File: src/include/card_flags_pkg.sv
// constants and rule summary for the smart card status flag block
// Behaviour
// - card flag rules only while card mode selected
// - tx empty set when disabled or transferred
// - tx empty clears by read-one then write-zero
// - controller write to holding clears tx empty
// - rx full set on clean reception transfer
// - rx full clears by sequence or controller read
// - receive disable leaves rx full unchanged
// - overrun set on reception while full
// - error signal flag set on sampled low
// - parity error flag set on detected error
// - transmit end flag is read only
// - transmit end held while disabled, no error
// - transmit end set after mode-dependent delay
// - transmit end clears with tx empty clear
// - delays counted in half element time units
// - rx multiproc bit reads idle in card mode
package card_flags_pkg;
  localparam int unsigned ADDR_W = 4;
  localparam logic [3:0] OFF_STATUS = 4'h0;
  localparam logic [3:0] OFF_CONTROL = 4'h1;
  localparam logic [3:0] OFF_IRQ_STAT = 4'h2;
  localparam logic [3:0] OFF_IRQ_CLR = 4'h3;
  localparam logic [3:0] OFF_IRQ_EN = 4'h4;
  // status bit positions
  localparam int unsigned B_TXE = 7;
  localparam int unsigned B_RXF = 6;
  localparam int unsigned B_ORE = 5;
  localparam int unsigned B_ERS = 4;
  localparam int unsigned B_PER = 3;
  localparam int unsigned B_TRANSMIT_END = 2;
  localparam int unsigned B_MPB = 1;
  localparam int unsigned B_TX_MULTIPROC_BIT = 0;
  // control bit positions
  localparam int unsigned C_TE = 0;
  localparam int unsigned C_RE = 1;
  localparam int unsigned C_CARD = 2;
  localparam int unsigned C_GSM = 3;
  localparam int unsigned C_BLK = 4;
  localparam logic [7:0] STATUS_RESET = 8'h84;
  localparam logic [7:0] CONTROL_RESET = 8'h00;
  // delay in half element time units
  localparam logic [3:0] HALF_ETU_2P5 = 4'h5;
  localparam logic [3:0] HALF_ETU_1P5 = 4'h3;
  localparam logic [3:0] HALF_ETU_1P0 = 4'h2;
  // interrupt event bits
  localparam int unsigned EV_W = 5;
  localparam int unsigned EV_TXE = 0;
  localparam int unsigned EV_RXF = 1;
  localparam int unsigned EV_ORE = 2;
  localparam int unsigned EV_ERS = 3;
  localparam int unsigned EV_TRANSMIT_END = 4;
  localparam logic [15:0] HALF_ETU_CYCLES_DEFAULT = 16'h0004;
  typedef enum logic [1:0] {
    TX_IDLE = 2'b00,
    TX_TIMING = 2'b01,
    TX_DONE = 2'b10
  } tx_state_e;
endpackage

File: src/hdl/half_etu_tick.sv
// half element time unit enable pulse divider
`timescale 1ns/100ps
module half_etu_tick #(
  parameter int unsigned CNT_W = 16
) (
  input wire logic clk,
  input wire logic reset,
  input wire logic restart,
  input wire logic [CNT_W-1:0] period,
  output logic tick
);
  logic [CNT_W-1:0] cnt_q;
  logic [CNT_W-1:0] cnt_d;
  logic tick_q;
  logic tick_d;
  initial begin
    if (CNT_W < 2) $error("half_etu_tick: CNT_W too small");
  end
  // restart aligns the grid to the byte start
  always_comb begin
    cnt_d = cnt_q;
    tick_d = 1'b0;
    if (restart) begin
      cnt_d = '0;
    end else if (cnt_q + 1'b1 >= period) begin
      cnt_d = '0;
      tick_d = 1'b1;
    end else begin
      cnt_d = cnt_q + 1'b1;
    end
  end
  always_ff @(posedge clk) begin
    if (reset) begin
      cnt_q <= '0;
      tick_q <= 1'b0;
    end else begin
      cnt_q <= cnt_d;
      tick_q <= tick_d;
    end
  end
  assign tick = tick_q;
endmodule

File: src/hdl/card_status_flags.sv
// smart card status flags with register port and interrupt
`timescale 1ns/100ps
module card_status_flags #(
  parameter logic [15:0] HALF_ETU_CYCLES = card_flags_pkg::HALF_ETU_CYCLES_DEFAULT
) (
  input wire logic clk,
  input wire logic reset,
  input wire logic [card_flags_pkg::ADDR_W-1:0] addr,
  input wire logic [7:0] wdata,
  input wire logic wr,
  input wire logic rd,
  output logic [7:0] rdata,
  input wire logic tx_load,
  input wire logic tx_byte_start,
  input wire logic rx_done,
  input wire logic rx_parity_bad,
  input wire logic rx_mpb,
  input wire logic err_sig_low,
  input wire logic ctl_tx_write,
  input wire logic ctl_rx_read,
  output logic transmit_enable,
  output logic receive_enable,
  output logic tx_holding_empty,
  output logic rx_holding_full,
  output logic irq
);
  import card_flags_pkg::*;

  initial begin
    if (HALF_ETU_CYCLES < 16'h0002) $error("card_status_flags: HALF_ETU_CYCLES below 2");
  end

  // read and write decode shared by several processes
  function automatic logic hit(input logic [ADDR_W-1:0] a, input logic [ADDR_W-1:0] off);
    hit = (a == off);
  endfunction

  logic [7:0] ctrl_q;
  logic [7:0] ctrl_d;
  logic txe_q, txe_d, rxf_q, rxf_d, ore_q, ore_d;
  logic ers_q, ers_d, per_q, per_d, transmit_end_q, transmit_end_d;
  logic mpb_q, mpb_d, tx_multiproc_bit_q, tx_multiproc_bit_d;
  // armed bits remember a read of one, needed before a clear
  logic [7:0] armed_q;
  logic [7:0] armed_d;
  logic [EV_W-1:0] ist_q, ist_d, ien_q, ien_d;
  logic [7:0] rdata_q, rdata_d;
  tx_state_e tx_q, tx_d;
  logic [3:0] half_q, half_d;
  logic [3:0] target;
  logic tick;
  logic card;
  logic st_wr, st_rd;
  logic txe_sw_clr, rxf_sw_clr, ore_sw_clr, ers_sw_clr, per_sw_clr;
  logic [7:0] status_view;

  assign card = ctrl_q[C_CARD];
  assign transmit_enable = ctrl_q[C_TE];
  assign receive_enable = ctrl_q[C_RE];
  assign st_wr = wr && hit(addr, OFF_STATUS);
  assign st_rd = rd && hit(addr, OFF_STATUS);

  // clear only on zero written after a one was read; one written is ignored
  assign txe_sw_clr = st_wr && !wdata[B_TXE] && armed_q[B_TXE];
  assign rxf_sw_clr = st_wr && !wdata[B_RXF] && armed_q[B_RXF];
  assign ore_sw_clr = st_wr && !wdata[B_ORE] && armed_q[B_ORE];
  assign ers_sw_clr = st_wr && !wdata[B_ERS] && armed_q[B_ERS];
  assign per_sw_clr = st_wr && !wdata[B_PER] && armed_q[B_PER];

  // etu grid restarts at each byte start
  half_etu_tick #(
    .CNT_W(16)
  ) u_tick (
    .clk(clk),
    .reset(reset),
    .restart(tx_byte_start),
    .period(HALF_ETU_CYCLES),
    .tick(tick)
  );

  // delay choice from the two format bits
  always_comb begin
    if (ctrl_q[C_GSM]) begin
      target = HALF_ETU_1P0;
    end else if (ctrl_q[C_BLK]) begin
      target = HALF_ETU_1P5;
    end else begin
      target = HALF_ETU_2P5;
    end
  end

  // control register
  always_comb begin
    ctrl_d = ctrl_q;
    if (wr && hit(addr, OFF_CONTROL)) begin
      ctrl_d = {3'h0, wdata[4:0]};
    end
  end

  // transfer-end timer, counted in half etu steps
  always_comb begin
    tx_d = tx_q;
    half_d = half_q;
    if (tx_byte_start && card) begin
      tx_d = TX_TIMING;
      half_d = 4'h0;
    end else begin
      case (tx_q)
        TX_IDLE: begin
          tx_d = TX_IDLE;
        end
        TX_TIMING: begin
          if (tick) begin
            half_d = half_q + 4'h1;
            if (half_q + 4'h1 >= target) begin
              tx_d = TX_DONE;
            end
          end
        end
        TX_DONE: begin
          tx_d = TX_IDLE;
        end
        default: begin
          tx_d = TX_IDLE;
        end
      endcase
    end
  end

  // transmit side flags; hardware sets win over software clears
  always_comb begin
    txe_d = txe_q;
    transmit_end_d = transmit_end_q;
    if (txe_sw_clr || ctl_tx_write) begin
      txe_d = 1'b0;
      transmit_end_d = 1'b0;
    end
    if (!ctrl_q[C_TE] || tx_load) begin
      txe_d = 1'b1;
    end
    if (card) begin
      if (tx_q == TX_DONE && !ers_q && txe_q) begin
        transmit_end_d = 1'b1;
      end
      if (!ctrl_q[C_TE] && !ers_q) begin
        transmit_end_d = 1'b1;
      end
    end
  end

  // receive side flags; in card mode a byte landing on a full register raises overrun and, if its parity is bad, parity error
  always_comb begin
    rxf_d = rxf_q;
    ore_d = ore_q;
    per_d = per_q;
    mpb_d = mpb_q;
    // receive disable does not touch the full flag
    if (rxf_sw_clr || ctl_rx_read) begin
      rxf_d = 1'b0;
    end
    if (ore_sw_clr) begin
      ore_d = 1'b0;
    end
    if (per_sw_clr) begin
      per_d = 1'b0;
    end
    if (card) begin
      if (rx_done && rxf_q) begin
        ore_d = 1'b1;
      end else if (rx_done && !rx_parity_bad) begin
        rxf_d = 1'b1;
      end
      if (rx_done && rx_parity_bad) begin
        per_d = 1'b1;
      end
      mpb_d = 1'b0;
    end else if (rx_done) begin
      mpb_d = rx_mpb;
      rxf_d = 1'b1;
      ore_d = rxf_q ? 1'b1 : ore_d;
    end
  end

  // error signal flag and the software-owned transfer bit
  always_comb begin
    ers_d = ers_q;
    tx_multiproc_bit_d = tx_multiproc_bit_q;
    if (ers_sw_clr) begin
      ers_d = 1'b0;
    end
    if (card && err_sig_low) begin
      ers_d = 1'b1;
    end
    if (st_wr) begin
      tx_multiproc_bit_d = wdata[B_TX_MULTIPROC_BIT];
    end
  end

  assign status_view = {txe_q, rxf_q, ore_q, ers_q, per_q, transmit_end_q, mpb_q, tx_multiproc_bit_q};

  // arming: a read of one arms, a status write disarms unless a status read falls in the same cycle
  always_comb begin
    armed_d = armed_q;
    if (st_wr) begin
      armed_d = 8'h00;
    end
    if (st_rd) begin
      armed_d = status_view;
    end
  end

  // sticky interrupt status, set wins over clear
  always_comb begin
    logic [EV_W-1:0] ev;
    ev = '0;
    ev[EV_TXE] = txe_d && !txe_q;
    ev[EV_RXF] = rxf_d && !rxf_q;
    ev[EV_ORE] = ore_d && !ore_q;
    ev[EV_ERS] = ers_d && !ers_q;
    ev[EV_TRANSMIT_END] = transmit_end_d && !transmit_end_q;
    ien_d = ien_q;
    ist_d = ist_q;
    if (wr && hit(addr, OFF_IRQ_EN)) begin
      ien_d = wdata[EV_W-1:0];
    end
    if (wr && hit(addr, OFF_IRQ_CLR)) begin
      ist_d = ist_q & ~wdata[EV_W-1:0];
    end
    ist_d = ist_d | ev;
  end

  // read data; unmapped reads return zero; transmit_end read only
  always_comb begin
    rdata_d = 8'h00;
    if (rd) begin
      case (addr)
        OFF_STATUS: rdata_d = status_view;
        OFF_CONTROL: rdata_d = ctrl_q;
        OFF_IRQ_STAT: rdata_d = {3'h0, ist_q};
        OFF_IRQ_EN: rdata_d = {3'h0, ien_q};
        default: rdata_d = 8'h00;
      endcase
    end
  end

  // control register; format bits only matter in card mode
  always_ff @(posedge clk) begin
    if (reset) begin
      ctrl_q <= CONTROL_RESET;
    end else begin
      ctrl_q <= ctrl_d;
    end
  end

  // transfer-end timer state
  always_ff @(posedge clk) begin
    if (reset) begin
      tx_q <= TX_IDLE;
      half_q <= 4'h0;
    end else begin
      tx_q <= tx_d;
      half_q <= half_d;
    end
  end

  // transmit side flags
  always_ff @(posedge clk) begin
    if (reset) begin
      txe_q <= STATUS_RESET[B_TXE];
      transmit_end_q <= STATUS_RESET[B_TRANSMIT_END];
    end else begin
      txe_q <= txe_d;
      transmit_end_q <= transmit_end_d;
    end
  end

  // receive side flags
  always_ff @(posedge clk) begin
    if (reset) begin
      rxf_q <= STATUS_RESET[B_RXF];
      ore_q <= STATUS_RESET[B_ORE];
      per_q <= STATUS_RESET[B_PER];
      mpb_q <= STATUS_RESET[B_MPB];
    end else begin
      rxf_q <= rxf_d;
      ore_q <= ore_d;
      per_q <= per_d;
      mpb_q <= mpb_d;
    end
  end

  // error signal flag and transfer bit
  always_ff @(posedge clk) begin
    if (reset) begin
      ers_q <= STATUS_RESET[B_ERS];
      tx_multiproc_bit_q <= STATUS_RESET[B_TX_MULTIPROC_BIT];
    end else begin
      ers_q <= ers_d;
      tx_multiproc_bit_q <= tx_multiproc_bit_d;
    end
  end

  // arming is dropped at reset so a stale read cannot clear
  always_ff @(posedge clk) begin
    if (reset) begin
      armed_q <= 8'h00;
    end else begin
      armed_q <= armed_d;
    end
  end

  // interrupt status and enable
  always_ff @(posedge clk) begin
    if (reset) begin
      ist_q <= '0;
      ien_q <= '0;
    end else begin
      ist_q <= ist_d;
      ien_q <= ien_d;
    end
  end

  // registered read data, zero outside the answer cycle
  always_ff @(posedge clk) begin
    if (reset) begin
      rdata_q <= 8'h00;
    end else begin
      rdata_q <= rdata_d;
    end
  end

  assign rdata = rdata_q;
  assign tx_holding_empty = txe_q;
  assign rx_holding_full = rxf_q;
  assign irq = |(ist_q & ien_q);
endmodule

File: config.mk
export PLATFORM = sky130hd
export DESIGN_NAME = card_status_flags
export DESIGN_NICKNAME = d
export VERILOG_FILES = /design/src/include/card_flags_pkg.sv /design/src/hdl/half_etu_tick.sv /design/src/hdl/card_status_flags.sv
export SDC_FILE = /design/constraint.sdc
export NUM_CORES = 1
export LEC_CHECK = 0
export ABC_CLOCK_PERIOD_IN_PS = 8400
export BUFFER_PORTS_ARGS = -buffer_cell sky130_fd_sc_hd__buf_2
export CAP_MARGIN = 20
export CORE_AREA = 2 2 82 84
export CTS_CLUSTER_SIZE = 20
export DETAILED_ROUTE_END_ITERATION = 8
export DIE_AREA = 0 0 84 86
export PLACE_DENSITY = 0.69
export SKIP_LAST_GASP = 1
export SLEW_MARGIN = 40
export SYNTH_ARGS = -nofsm -noshare
export SYNTH_HDL_FRONTEND = slang
export SYNTH_HIERARCHICAL = 1
export SYNTH_SLANG_ARGS = --single-unit
export TNS_END_PERCENT = 20
File: constraint.sdc
create_clock -name clk -period 8.4 [get_ports clk]
set_clock_uncertainty 0.05 [all_clocks]
set_input_delay 0.84 -clock clk [delete_from_list [all_inputs] [get_ports clk]]
set_output_delay 0.84 -clock clk [all_outputs]
set_load 0.005 [all_outputs]
==> results.md <==
* Result of the run: finished, final reports clean
* Arrival time of data at the critical path endpoint at 3.39 ns
* Port buffer count at 36
* Core Box Area at 6277 µm²
* Remaining DRCs at 0
* Maximum number of pins on one net before global-route repair at 36
* Instance count of the mapped netlist at 367
* Final Wtd Congestion at 0.9083
* TritonCTS Buffers at 9
* Seq cells post-synth at 59
* R2R depth at 10
* Worst Slack Setup Final at 5.151 ns
* Number of sinks driven by the clock tree at 59
* Worst ir drop on vdd at 0.0001098 V
* Ys Warns at 6
* Largest incremental delay on the critical path at 0.67 ns
* Netlist cell types at 66
* Footprint of the multi-input gates at 1993 µm²
* Detailed Routing Iterations Pass 1 at 5
* Number of max-cap violations at 0
* Highest Clock Rate at 307.8 MHz
* Accumulated negative setup slack at 0 ns
* Terminating pin of the worst hold path: armed_q[3]
* Post-layout min period at 3.249 ns
* Overall power after layout at 0.6160 mW
* R2R Path End: u_tick/cnt_q[2]
* CP bufs+invs at 1
* R2R Path Start: u_tick/cnt_q[5]
* Number of pins with negative max-slew slack in the final report at 0
* Effective utilization at floorplan at 53.32%
* Cell leakage power at 1.569 nW
* NetSw at 0.1525 mW
* Worst max-slew margin expressed relative to the limit at 44.36%
* Count of filler cells inserted in the layout at 578
* Total I/O pin count at 37
* Number of antenna violations at the first check in global routing at 0
* Final #Nets at 456
* Largest cells by area after synthesis: sky130_fd_sc_hd__dfxtp_1 35%, sky130_fd_sc_hd__ha_1 7.9%, sky130_fd_sc_hd__a21oi_1 4.6%, sky130_fd_sc_hd__o21ai_0 4.0%, sky130_fd_sc_hd__nand3_1 3.6%
* Worst hold slack after final layout at 0.4309 ns
* Parity-gate share of the synthesized area counting xor and xnor cells at 4.187%
* Hold_sp: armed_q[3]
* Post-synth design cell area at 3347 µm²
* Largest buffer count on any clock path at 2
* Overall global routing resource usage at 23.34%
* Clk pwr share at 44.7%
* Largest area contributor in the netlist: sky130_fd_sc_hd__dfxtp_1
* Clock root cell: sky130_fd_sc_hd__clkbuf_8
* Least-Margin Pin Slew at 0.8346 ns
* Main synth FF type: sky130_fd_sc_hd__dfxtp_1
* Dominant combinational cell family by area after synthesis: simple AND/OR/NAND/NOR gates
* Portion of total power attributed to combinational logic at 8.4%
* Setup repair after global routing missed its margin: false
* Total count of hold-check failures in the final report at 0
* Horizontal extent of the die at 84 µm
* Slowest cell on crit path: sky130_fd_sc_hd__o221ai_1
* Post-synthesis to final-layout area growth at 13.05%
* CP Cell Sequence: and4_4, nand4_2, o31ai_1, nand2_1, ha_1, and4_1, nand4_1, o221ai_1, buf_4, nor3b_1
* Proportion of netlist area held by the largest area contributor at 35.29%
* Estimated wirelength of the detail-placed design at 5.663 mm
* Vias per cell at 5.779
* Via count of the first global-routing pass at 2773
* Wire length per cell at 16.02 µm
* Mean cell area of the mapped netlist at 9.120 µm²
* Ant diodes at 0
* Number of H-tree levels at 3
* Mux share of post-synthesis cell area at 0.5981%
* Synthesized-area fraction occupied by and/or/nand/nor cells at 24.19%
* Power density over the cells at 162.8 nW/µm²
* Clock Latency Late Sink at 0.34 ns
* Post CTS Setup Buffer Count at 0
* Largest fanout of any net on the critical path at 9
* Dpl ws at 5.243 ns
* Clock-pin slew on the worst setup and hold paths at 0.07 ns
* Post-synth top cells: 59 x sky130_fd_sc_hd__dfxtp_1, 31 x sky130_fd_sc_hd__a21oi_1, 30 x sky130_fd_sc_hd__inv_1, 27 x sky130_fd_sc_hd__o21ai_0, 24 x sky130_fd_sc_hd__nand3_1
* Crit path capture type: flop
* Post-route standard cell area excluding fillers at 3784 µm²
* Reg-to-reg setup timing slack at 5.15 ns
* Final period util at 38.67%
* First-pass GRT wire length at 13.39 mm
* DIE AREA at 7224 µm²
* Sequential share of the synthesized area at 35.29%
* Element type at the critical path start: flop
* Clock tree from TritonCTS: done
* Synthesized-area fraction occupied by ao, oa, aoi and oai cells at 20.93%
* Worst hold path type: reg -> reg
* Internal power summed over all cells at 0.4635 mW
* Die outline height at 86 µm
* Share of synthesized cell area in full adder, half adder and majority cells at 7.850%
* Number of instances on the worst hold path at 2
* Reg area at 1181 µm²
* Dominant cell by count in the synthesized netlist: sky130_fd_sc_hd__dfxtp_1
* Number of enable-type register cells in the synthesized netlist at 0
* Starting DRC count in detailed routing at 186
* Detailed-route wire length at 7.897 mm
* Ys async rst share at 0%
* Top cell family by delay on the critical path: compound AO/OA/AOI/OAI gates
* Site Rows at 29
* Data required, critical path at 8.54 ns
* Proportion of total power due to net switching at 24.76%
* Vias after detailed routing at 2849
* Quantity of hold-fixing buffers added after cts at 0
* Category of the most critical setup path: reg -> reg
* Setup Viol. Count Final at 0
* Cells resized by post-CTS repair at 0
* Overall overflow remaining after global route at 0
* Placed Area at 3571 µm²
* Portion of total power attributed to sequential cells at 46.9%
* Layout cell share with drive strength beyond 1 at 18.03%
* Antenna-violating nets left at 0
routing by layer:
layer / wire [µm] / part of all wire [%] / up-vias / track usage (%)
li1: - / - / 1417 / -
met3: 389 / 4.9 / 20 / 5.101
met2: 3825 / 48 / 71 / 39.27
met4: 195 / 2.5 / 0 / 12.61
met1: 3485 / 44 / 1341 / 27.92
met5: 0 / 0 / - / 0
area by class of cell:
| class | count | share of cell area, % |
|---|---|---|
| Sequential cell | 59 | 31.22 |
| Tap cell | 77 | 2.546 |
| Inverter | 30 | 2.976 |
| Multi-Input combinational cell | 274 | 52.68 |
| Clock inverter | 4 | 1.257 |
| Timing Repair Buffer | 37 | 4.960 |
| Clock buffer | 12 | 4.365 |
power by group through the flow:
stage | logic [mW] | registers [mW] | clock network (mW)
global placement | 0.0491 | 0.295 | 0
CTS | 0.0507 | 0.289 | 0.280
floorplan | 0.0365 | 0.294 | 0
detailed placement | 0.0498 | 0.295 | 0
finish | 0.0515 | 0.289 | 0.275
global route | 0.0572 | 0.289 | 0.291
kinds of logic after synthesis:
| group | Yosys count |
|---|---|
| flops | 59 |
| buf+inv | 48 |
| xor+xnor | 16 |
| simple gates | 120 |
| compound gates | 99 |
| other cells | 2 |
| fa+ha+maj | 21 |
| mux | 2 |
through the flow:
stage | util [%] | instances
final | 60.28 | 493
after global routing | 60.28 | 493
after CTS | 60.28 | 493
after detailed placement | 56.89 | 477
after global placement | 56.89 | 477
after floorplan | - | 381
registers in the layout (all words and copies together) (netlist names), 2 cells and up:
signal and count:
u_tick/cnt_q 16, rdata 8, armed_q 5, ctrl_q 5
ien_q 5, ist_q 5, half_q 4, tx_q 2
worst max path at each step:
stage / start / slack (ns) / end / cells past startpoint
2_1_floorplan: u_tick/cnt_q[5] / 5.62 / u_tick/cnt_q[12] / 10
3_3_place_gp: u_tick/cnt_q[5] / 5.30 / u_tick/cnt_q[3] / 10
3_5_place_dp: u_tick/cnt_q[5] / 5.24 / u_tick/cnt_q[0] / 10
4_1_cts: u_tick/cnt_q[5] / 5.21 / u_tick/cnt_q[2] / 10
5_1_grt: u_tick/cnt_q[5] / 4.91 / u_tick/cnt_q[10] / 10
6_report: u_tick/cnt_q[5] / 5.15 / u_tick/cnt_q[2] / 10
cells in the final DEF, fill, tap and decap left out, types with 2 or more instances in the layout:
master	synthesis	final
sky130_fd_sc_hd__dfxtp_1	59	59
sky130_fd_sc_hd__buf_2	9	36
sky130_fd_sc_hd__a21oi_1	31	31
sky130_fd_sc_hd__inv_1	30	30
sky130_fd_sc_hd__o21ai_0	27	27
sky130_fd_sc_hd__nand3_1	24	24
sky130_fd_sc_hd__ha_1	21	21
sky130_fd_sc_hd__conb_1	2	16
sky130_fd_sc_hd__nor3b_1	14	14
sky130_fd_sc_hd__nor2_1	13	13
sky130_fd_sc_hd__clkbuf_8	0	12
sky130_fd_sc_hd__nand2_1	11	11
sky130_fd_sc_hd__and3b_1	10	10
sky130_fd_sc_hd__xnor2_1	9	9
sky130_fd_sc_hd__xor2_1	7	7
sky130_fd_sc_hd__a22oi_1	6	6
sky130_fd_sc_hd__nand2b_1	6	6
sky130_fd_sc_hd__nor3_1	6	6
sky130_fd_sc_hd__nand4_1	6	6
sky130_fd_sc_hd__a21o_1	4	4
sky130_fd_sc_hd__a41oi_1	4	4
sky130_fd_sc_hd__o21a_1	4	4
sky130_fd_sc_hd__a41o_1	3	3
sky130_fd_sc_hd__or3_1	3	3
sky130_fd_sc_hd__o41ai_2	3	3
sky130_fd_sc_hd__or2_2	2	2
sky130_fd_sc_hd__nor4b_4	2	2
sky130_fd_sc_hd__nor2b_1	2	2
sky130_fd_sc_hd__or4_4	2	2
sky130_fd_sc_hd__mux2i_1	2	2
sky130_fd_sc_hd__clkinv_2	0	2
sky130_fd_sc_hd__and2_1	2	2
sky130_fd_sc_hd__and4_1	2	2
sky130_fd_sc_hd__o31ai_1	2	2
worst register-to-register path: cells and delay by family, from the launching register on:
family,cells,cell delay (ns)
flops,1,0.44
simple gates,6,0.97
buf+inv,1,0.30
compound gates,2,1.05
fa+ha+maj,1,0.29
Note: power is estimated with default switching activity, not from simulation.
